File: src/core/unused_placeholder_none.sv
// intentionally empty design file list terminator
`timescale 1ns/1ps

File: src/common/dcf_pkg.sv
// shared constants, types and pointer encodings for the dual-strobe 4x20 buffer
package dcf_pkg;

	// ----------------------------------------
	// geometry
	// ----------------------------------------
	localparam int DCF_DATA_W = 20;
	localparam int DCF_NUM_REGS = 4;
	localparam int DCF_PTR_W = 3;
	localparam int DCF_STAGE_DEPTH = 4;
	localparam int DCF_SYNC_STAGES = 2;

	// ----------------------------------------
	// pointer encodings, bit 0 is Q0
	// ----------------------------------------
	localparam logic [2:0] DCF_PTR_RESET = 3'h0;
	localparam logic [3:0] DCF_SEL_NONE = 4'h0;

	typedef logic [DCF_PTR_W-1:0] dcf_ptr_t;
	typedef logic [DCF_NUM_REGS-1:0] dcf_sel_t;

	// ----------------------------------------
	// carriers
	// ----------------------------------------
	typedef struct packed {
		logic strobe;
		logic [DCF_DATA_W-1:0] data;
	} dcf_wr_pins_s;

	typedef struct packed {
		logic full;
		logic empty;
	} dcf_flags_s;

endpackage : dcf_pkg

File: src/core/dcf_stage_fifo.sv
// small synchronous staging fifo with valid/ready on both sides
`timescale 1ns/1ps
module dcf_stage_fifo
	import dcf_pkg::*;
#(
	parameter int WIDTH = DCF_DATA_W,
	parameter int DEPTH = DCF_STAGE_DEPTH
) (
	// clock and reset
	input wire logic clk,
	input wire logic reset_n,
	// fill side
	input wire logic in_valid,
	input wire logic [WIDTH-1:0] in_data,
	output logic in_ready,
	// drain side
	output logic out_valid,
	output logic [WIDTH-1:0] out_data,
	input wire logic out_ready
);

	localparam int AW = (DEPTH > 1) ? $clog2(DEPTH) : 1;

	generate
		if (WIDTH < 1 || DEPTH < 2 || (DEPTH & (DEPTH - 1)) != 0) begin : g_bad
			$error("stage fifo needs width >= 1 and a power-of-two depth >= 2");
		end
	endgenerate

	logic [WIDTH-1:0] mem [DEPTH];
	logic [AW-1:0] wr_q;
	logic [AW-1:0] rd_q;
	logic [AW:0] count_q;
	logic push;
	logic pop;

	assign in_ready = (count_q != (AW+1)'(DEPTH));
	assign out_valid = (count_q != '0);
	assign out_data = mem[rd_q];
	assign push = in_valid & in_ready;
	assign pop = out_valid & out_ready;

	always_ff @(posedge clk) begin
		if (push) begin
			mem[wr_q] <= in_data;
		end
	end

	always_ff @(posedge clk) begin
		if (!reset_n) begin
			wr_q <= '0;
			rd_q <= '0;
		end else begin
			if (push) begin
				wr_q <= wr_q + AW'(1);
			end
			if (pop) begin
				rd_q <= rd_q + AW'(1);
			end
		end
	end

	// occupancy is exact, so full and empty never lie
	always_ff @(posedge clk) begin
		if (!reset_n) begin
			count_q <= '0;
		end else if (push && !pop) begin
			count_q <= count_q + (AW+1)'(1);
		end else if (pop && !push) begin
			count_q <= count_q - (AW+1)'(1);
		end
	end

endmodule : dcf_stage_fifo

File: src/core/dcf_top.sv
// dual-strobe 4x20 first-in first-out buffer with gray pointers and two register banks
//
// Operation
// - write strobe rising edge stores write data into the bank register the write pointer selects
// - read strobe rising edge puts the register the read pointer selects on read data
// - words leave in the order written, none reordered; only a word that overflows the staging fifo is skipped
// - at most four 20-bit words are held in the bank at once; the staging fifo holds up to STAGE_DEPTH more
// - input bank loads on write strobe, its 80 bits feed an output bank on read strobe
// - one-hot selects per bank; unselected output-bank registers hold zero
// - read data is a bitwise OR of the four output-bank registers
// - 3-bit write pointer marks next free slot, read pointer marks next to output
// - pointers step Q0Q1Q2 through 000,100,110,010,011,111,101,001 and wrap
// - identical gray-to-one-hot decoders drive the selects of both banks
// - empty is high exactly when both pointers are equal
// - full is high when Q0 matches and Q1, Q2 both differ
// - full goes to the writer and empty to the reader, both active high
// - read edges are dropped while empty and staged writes wait while full; the selects only pick the register
// - all write data inputs and read data outputs are active-high buffered signals
`timescale 1ns/1ps
module dcf_top
	import dcf_pkg::*;
#(
	parameter int DATA_W = DCF_DATA_W,
	parameter int STAGE_DEPTH = DCF_STAGE_DEPTH
) (
	// clock and reset
	input wire logic CLK,
	input wire logic RESET_N,
	// writer side
	input wire logic WRITE_STROBE,
	input wire logic [DATA_W-1:0] WRITE_DATA,
	output logic FULL,
	// reader side
	input wire logic READ_STROBE,
	output logic [DATA_W-1:0] READ_DATA,
	output logic EMPTY
);

	// ----------------------------------------
	// elaboration checks
	// ----------------------------------------
	generate
		if (DATA_W < 1) begin : g_bad_width
			$error("data width must be at least one bit");
		end
		if (STAGE_DEPTH < 2) begin : g_bad_depth
			$error("staging depth must be at least two words");
		end
		if ((STAGE_DEPTH & (STAGE_DEPTH - 1)) != 0) begin : g_bad_stage
			$error("staging depth must be a power of two");
		end
		// the gray tables below serve exactly four registers and three pointer bits
		if (DCF_NUM_REGS != 4 || DCF_PTR_W != 3) begin : g_bad_geometry
			$error("bank geometry must be four registers with three pointer bits");
		end
	endgenerate

	// ----------------------------------------
	// pointer helpers
	// ----------------------------------------
	// next gray value, bit 0 is Q0
	// Q0 Q1 Q2 walk 000 100 110 010 011 111 101 001, then back to 000
	function automatic dcf_ptr_t gray_next(input dcf_ptr_t p);
		dcf_ptr_t n;
		n = DCF_PTR_RESET;
		case (p)
			3'h0: n = 3'h1;
			3'h1: n = 3'h3;
			3'h3: n = 3'h2;
			3'h2: n = 3'h6;
			3'h6: n = 3'h7;
			3'h7: n = 3'h5;
			3'h5: n = 3'h4;
			3'h4: n = 3'h0;
			default: n = DCF_PTR_RESET;
		endcase
		return n;
	endfunction : gray_next

	// gray value to one-hot register select, shared by both banks
	// positions one to eight land on registers 0 1 2 3 0 1 2 3
	function automatic dcf_sel_t gray_sel(input dcf_ptr_t p);
		dcf_sel_t s;
		s = DCF_SEL_NONE;
		case (p)
			3'h0: s = 4'h1;
			3'h1: s = 4'h2;
			3'h3: s = 4'h4;
			3'h2: s = 4'h8;
			3'h6: s = 4'h1;
			3'h7: s = 4'h2;
			3'h5: s = 4'h4;
			3'h4: s = 4'h8;
			default: s = DCF_SEL_NONE;
		endcase
		return s;
	endfunction : gray_sel

	// pointers four steps apart on the eight-step cycle mean all four registers are taken
	function automatic dcf_flags_s flags_of(input dcf_ptr_t wp, input dcf_ptr_t rp);
		dcf_flags_s f;
		dcf_ptr_t same;
		same = ~(wp ^ rp);
		f.empty = same[0] && same[1] && same[2];
		f.full = same[0] && !same[1] && !same[2];
		return f;
	endfunction : flags_of

	// flags as reset leaves them
	localparam dcf_flags_s FLAGS_AT_RESET = '{full: 1'b0, empty: 1'b1};

	// ----------------------------------------
	// pin synchronisers
	// ----------------------------------------
	dcf_wr_pins_s wr_meta_q;
	dcf_wr_pins_s wr_sync_q;
	logic wr_prev_q;
	logic rd_meta_q;
	logic rd_sync_q;
	logic rd_prev_q;
	logic wr_rise;
	logic rd_rise;

	// strobe and data ride the same two stages so they stay aligned
	always_ff @(posedge CLK) begin
		if (!RESET_N) begin
			wr_meta_q <= '0;
			wr_sync_q <= '0;
		end else begin
			wr_meta_q <= '{strobe: WRITE_STROBE, data: WRITE_DATA};
			wr_sync_q <= wr_meta_q;
		end
	end

	always_ff @(posedge CLK) begin
		if (!RESET_N) begin
			rd_meta_q <= 1'b0;
			rd_sync_q <= 1'b0;
		end else begin
			rd_meta_q <= READ_STROBE;
			rd_sync_q <= rd_meta_q;
		end
	end

	// ----------------------------------------
	// edge detection
	// ----------------------------------------
	// previous levels reset low, matching idle strobes, so release makes no false edge
	always_ff @(posedge CLK) begin
		if (!RESET_N) begin
			wr_prev_q <= 1'b0;
		end else begin
			wr_prev_q <= wr_sync_q.strobe;
		end
	end

	always_ff @(posedge CLK) begin
		if (!RESET_N) begin
			rd_prev_q <= 1'b0;
		end else begin
			rd_prev_q <= rd_sync_q;
		end
	end

	// edges become one-cycle enables; the strobe never reaches a clock pin
	assign wr_rise = wr_sync_q.strobe & ~wr_prev_q;
	assign rd_rise = rd_sync_q & ~rd_prev_q;

	// ----------------------------------------
	// write staging
	// ----------------------------------------
	logic stage_in_ready;
	logic stage_valid;
	logic [DATA_W-1:0] stage_data;
	logic bank_write;
	dcf_flags_s flags_q;

	// four words of slack for a strobe that crosses a FULL still in flight
	dcf_stage_fifo #(
		.WIDTH(DATA_W),
		.DEPTH(STAGE_DEPTH)
	) u_stage (
		.clk(CLK),
		.reset_n(RESET_N),
		.in_valid(wr_rise),
		.in_data(wr_sync_q.data),
		.in_ready(stage_in_ready),
		.out_valid(stage_valid),
		.out_data(stage_data),
		.out_ready(!flags_q.full)
	);

	// ----------------------------------------
	// pointers and flags
	// ----------------------------------------
	dcf_ptr_t wr_ptr_q;
	dcf_ptr_t wr_ptr_d;
	dcf_ptr_t rd_ptr_q;
	dcf_ptr_t rd_ptr_d;
	dcf_sel_t wr_sel;
	dcf_sel_t rd_sel;
	dcf_flags_s flags_d;
	logic bank_read;

	// a full bank stalls the staging fifo, so no word overwrites unread data
	assign bank_write = stage_valid && !flags_q.full;
	// a read on an empty buffer is dropped rather than wrapping the pointer
	assign bank_read = rd_rise && !flags_q.empty;

	// ----------------------------------------
	// select decoders
	// ----------------------------------------
	// one shared decode, so both banks agree on which register a pointer names
	assign wr_sel = gray_sel(wr_ptr_q);
	assign rd_sel = gray_sel(rd_ptr_q);

	// ----------------------------------------
	// next pointers
	// ----------------------------------------
	always_comb begin
		wr_ptr_d = wr_ptr_q;
		if (bank_write) begin
			wr_ptr_d = gray_next(wr_ptr_q);
		end
	end

	always_comb begin
		rd_ptr_d = rd_ptr_q;
		if (bank_read) begin
			rd_ptr_d = gray_next(rd_ptr_q);
		end
	end

	assign flags_d = flags_of(wr_ptr_d, rd_ptr_d);

	// ----------------------------------------
	// pointer and flag registers
	// ----------------------------------------
	always_ff @(posedge CLK) begin
		if (!RESET_N) begin
			wr_ptr_q <= DCF_PTR_RESET;
		end else begin
			wr_ptr_q <= wr_ptr_d;
		end
	end

	always_ff @(posedge CLK) begin
		if (!RESET_N) begin
			rd_ptr_q <= DCF_PTR_RESET;
		end else begin
			rd_ptr_q <= rd_ptr_d;
		end
	end

	// flags follow the next pointers so they match the pointer flops exactly
	always_ff @(posedge CLK) begin
		if (!RESET_N) begin
			flags_q <= FLAGS_AT_RESET;
		end else begin
			flags_q <= flags_d;
		end
	end

	// ----------------------------------------
	// input bank
	// ----------------------------------------
	logic [DATA_W-1:0] in_bank_q [DCF_NUM_REGS];

	always_ff @(posedge CLK) begin
		if (!RESET_N) begin
			for (int i = 0; i < DCF_NUM_REGS; i++) begin
				in_bank_q[i] <= '0;
			end
		end else if (bank_write) begin
			for (int i = 0; i < DCF_NUM_REGS; i++) begin
				if (wr_sel[i]) begin
					in_bank_q[i] <= stage_data;
				end
			end
		end
	end

	// ----------------------------------------
	// output bank
	// ----------------------------------------
	logic [DATA_W-1:0] out_bank_q [DCF_NUM_REGS];

	// only the selected register loads; the rest clear so the or-tree needs no select
	always_ff @(posedge CLK) begin
		if (!RESET_N) begin
			for (int i = 0; i < DCF_NUM_REGS; i++) begin
				out_bank_q[i] <= '0;
			end
		end else if (bank_read) begin
			for (int i = 0; i < DCF_NUM_REGS; i++) begin
				out_bank_q[i] <= rd_sel[i] ? in_bank_q[i] : '0;
			end
		end
	end

	// ----------------------------------------
	// output or-tree
	// ----------------------------------------
	logic [DATA_W-1:0] or_tree;

	always_comb begin
		or_tree = '0;
		for (int i = 0; i < DCF_NUM_REGS; i++) begin
			or_tree = or_tree | out_bank_q[i];
		end
	end

	// ----------------------------------------
	// output registers
	// ----------------------------------------
	logic [DATA_W-1:0] read_data_q;

	// one flop behind the or-tree keeps the pins glitch free
	// the extra flop costs one cycle of latency on every read
	always_ff @(posedge CLK) begin
		if (!RESET_N) begin
			read_data_q <= '0;
		end else begin
			read_data_q <= or_tree;
		end
	end

	assign READ_DATA = read_data_q;
	assign FULL = flags_q.full;
	assign EMPTY = flags_q.empty;

	// ----------------------------------------
	// overflow
	// ----------------------------------------
	// stage_in_ready only falls if the writer ignores FULL; such a word is dropped
	// no pin reports the loss, a limit of the fixed pin list
	logic unused_in_ready;
	assign unused_in_ready = stage_in_ready;

endmodule : dcf_top

File: config.mk
export PLATFORM = sky130hd
export DESIGN_NAME = dcf_top
export DESIGN_NICKNAME = d
export VERILOG_FILES = /design/src/core/unused_placeholder_none.sv /design/src/common/dcf_pkg.sv /design/src/core/dcf_stage_fifo.sv /design/src/core/dcf_top.sv
export SDC_FILE = /design/constraint.sdc
export NUM_CORES = 1
export LEC_CHECK = 0
export BUFFER_PORTS_ARGS = -buffer_cell sky130_fd_sc_hd__buf_2
export CORE_ASPECT_RATIO = 0.6
export CORE_MARGIN = 4
export CORE_UTILIZATION = 35
export CTS_BUF_LIST = sky130_fd_sc_hd__clkbuf_16
export CTS_CLUSTER_DIAMETER = 30
export DETAILED_ROUTE_END_ITERATION = 6
export GPL_TIMING_DRIVEN = 0
export SYNTH_ARGS = -nofsm -noshare
export SYNTH_HDL_FRONTEND = slang
export SYNTH_SLANG_ARGS = --single-unit
export TNS_END_PERCENT = 5
File: constraint.sdc
create_clock -name CLK -period 4.8 [get_ports CLK]
set_input_delay 0.96 -clock CLK [delete_from_list [all_inputs] [get_ports CLK]]
set_output_delay 0.96 -clock CLK [all_outputs]
set_load 0.05 [all_outputs]
==> flow_summary_export.csv <==
group,metric,value,unit
logic_synthesis,synth_nets,744,
cts,hold_buffers,0,
cts,cts-root-buf,"clkbuf_16",
worst_hold_path,hp-class,"reg -> reg",
floorplanning,io_pins,46,
floorplanning,dieArea,0.0372,mm2
cts,cts_buffers,39,
critical_path,required,4.79,ns
global_route,grt.overflow.total,0,
finish,layout_common_cells,"edfxtp_1 (240), and2_1 (198), dfxtp_1 (97), buf_2 (49), clkbuf_16 (39)",
detailed_routing,ant_nets,0,
critical_path,critPathMaxFanout,20,
timing,min_period,3.32,ns
cts,cts_setup_buffers,0,
timing,slew_headroom,21.8,%
cts,cts.sinks,337,
timing,fin_ws,1.48,ns
placed_design,place_congestion,0.712,
floorplanning,fp.coreArea,0.0336,mm2
logic_synthesis,synth-simple-area-share,13.7,%
global_route,antenna_found_initial,1,
power,p_leak,5.15,nW
finish,syn2layout_area_growth,18.2,%
cts,clock_path_buffers,3,
finish,nFillCells,3024,
cts,insertion_delay,0.53,ns
placed_design,preCtsSetupSlack,0.989,ns
detailed_routing,wl_per_cell,17.3,um
detailed_routing,viasPerCell,4.36,
detailed_routing,post-route-drc-count,0,
logic_synthesis,ys_ff_latch,337,
cts,cts.repair.resized,0,
logic_synthesis,synth_fa_ha_area_share,0.692,%
run_status,status,"finished clean",
cts,cts.clk_slew.worst_paths,0.06,ns
critical_path,cp.arrival,3.30,ns
finish,layout-drive-gt1-share,17.2,%
detailed_routing,vias,5621,
logic_synthesis,synthesis.area,0.0119,mm2
logic_synthesis,syn_avg_cell_area,16.7,um2
timing,max_freq,302,MHz
detailed_routing,wirelength,22.3,mm
timing,timing.final.crit_share,69.1,%
finish,diodes,0,
floorplanning,die_w,246,um
logic_synthesis,synthXorXnorAreaFrac,0.797,%
placed_design,port_buffers,45,
logic_synthesis,synth.mux.area_fraction,4.39,%
logic_synthesis,ys_types,36,
global_route,grt_pass1_wl,34.3,mm
critical_path,crit_path_end_kind,"flip-flop",
floorplanning,rows,52,
detailed_routing,first_pass_iters,6,
timing,slew_viol_final,0,
floorplanning,start_util,35.5,%
logic_synthesis,synth_top_family_by_area,"simple AND/OR/NAND/NOR gates",
floorplanning,die_h,151,um
timing,rsz0062_at_grt,"false",
critical_path,path_class,"in -> reg",
finish,final_common_cell,"edfxtp_1",
cts,tritoncts,"built",
timing,worst_pin_slew,1.17,ns
cts,htreeDepth,2,
power,powerDensity,539,mW/mm2
logic_synthesis,synth_compound_area_share,2.46,%
global_route,grt_use_total,12.3,%
logic_synthesis,ys.warnings.count,0,
placed_design,hpwlAfterDp,13.9,mm
timing,setup_viol,0,
logic_synthesis,yosysSeqAreaShare,76.7,%
run,drv_cap,0,
critical_path,startpoint_type,"input pin",
timing,holdWs,0.432,ns
timing,hold_viol_final,0,
finish,nets,831,
detailed_routing,drtIter0Drc,418,
logic_synthesis,synthCells,714,
global_route,grt_max_degree,50,
global_route,grt_pass1_vias,5650,
power,vdd_drop_max,0.266,mV
timing,finClkSkew,0.0186,ns
-- final cells by class --
cell class	instances	area [um2]	area share (%)
Buffer	32	125	0.888
Clock buffer	39	976	6.93
Clock inverter	30	355	2.52
Timing Repair Buffer	46	253	1.79
Sequential cell	337	9150	64.9
Tap cell	459	574	4.08
Inverter	6	22.5	0.160
Multi-Input combinational cell	339	2640	18.7
-- power by group --
part | switching [mW] | internal, mW
registers | 0.0895 | 3.47
clock network | 1.19 | 1.84
logic | 0.631 | 0.364
total | 1.91 | 5.67
-- metal layers --
| layer | track usage (%) | vias to the layer above | routed length (um) |
|---|---|---|---|
| met4 | 3.17 | 0 | 413 |
| met1 | 19.7 | 2711 | 11800 |
| li1 | - | 2738 | - |
| met2 | 16.4 | 128 | 8620 |
| met3 | 3.31 | 44 | 1410 |
| met5 | 0 | - | 0 |
-- worst max-delay path: stages --
cell and delay, ns:
buf_2 0.12, buf_2 0.25, clkbuf_1 0.52, buf_1 0.56, nand2_1 0.88
-- metrics by stage --
| step | TNS (ns) | util (%) | total power, mW | cell area, um2 | std cells |
|---|---|---|---|---|---|
| after floorplan | 0 | - | 4.30 | 11900 | 714 |
| after global placement | -7.77 | 37.8 | 4.61 | 12700 | 1218 |
| after detailed placement | 0 | 37.9 | 4.63 | 12800 | 1219 |
| after CTS | 0 | 41.9 | 7.68 | 14100 | 1288 |
| after global routing | 0 | 41.9 | 7.94 | 14100 | 1288 |
| final | 0 | 41.9 | 7.59 | 14100 | 1288 |
-- registers in the layout (all words and copies together), names as in the netlist, named ones only --
register,cells
u_stage.wr_q,2
wr_sel,4
in_bank_q,80
u_stage.count_q,3
wr_sync_q,21
EMPTY,1
wr_meta_q,21
rd_sync_q,1
wr_prev_q,1
FULL,1
rd_sel,4
rd_prev_q,1
u_stage.mem,80
out_bank_q,80
rd_meta_q,1
rd_ptr_q,3
wr_ptr_q,3
u_stage.rd_q,2
READ_DATA,20
-- cell families (layout without fill, tap and decap cells) --
kind of cell | Yosys count | after routing
flip-flops | 337 | 337
AND/OR/NAND/NOR | 266 | 266
buffers and inverters | 38 | 153
AO/OA/AOI/OAI | 30 | 30
multiplexers | 27 | 27
XOR/XNOR | 10 | 10
adder cells (fa/ha/maj) | 6 | 6
-- worst paths after layout --
check,slack (ns),end,cells past startpoint,startpoint
min,0.43,wr_sync_q[17]$_SDFF_PN0_,1,wr_meta_q[17]$_SDFF_PN0_
max,1.48,in_bank_q[1][19]$_SDFFCE_PN0P_,5,RESET_N
min reg2reg,0.43,wr_sync_q[17]$_SDFF_PN0_,1,wr_meta_q[17]$_SDFF_PN0_
max reg2reg,2.32,u_stage.count_q[2]$_SDFFE_PN0P_,8,u_stage.count_q[0]$_SDFFE_PN0P_
-- Yosys cell counts --
master    instances  area [um2]
inv_2             2        7.51
xnor2_1           6        52.6
clkbuf_1         26        97.6
nand2_1          16        60.1
a21oi_1           5        25.0
xor2_1            3        26.3
o21ai_1           1        5.00
and2b_1           1        7.51
and2_1          198        1240
o211ai_2          1        12.5
mux4_2           20         450
xnor2_2           1        16.3
buf_2             4        20.0
o31ai_2           1        12.5
nor3b_2           1        12.5
nor2_1            6        22.5
mux2_2            2        22.5
edfxtp_1        240        7210
fa_1              1        20.0
nor3_2            1        10.0
nor3b_4           1        18.8
nand2b_1          3        18.8
or3_1             1        6.26
and3_1           10        62.6
inv_1             4        15.0
nand3_1           1        5.00
buf_1             2        7.51
o21ai_0           1        5.00
dfxtp_1          97        1940
nor2b_1          25         156
or4b_1            1        10.0
o41a_1           20         225
ha_1              5        62.6
nor2_2            1        6.26
a21boi_0          1        7.51
mux2i_1           5        50.1
(Power assumes the default switching activity.)
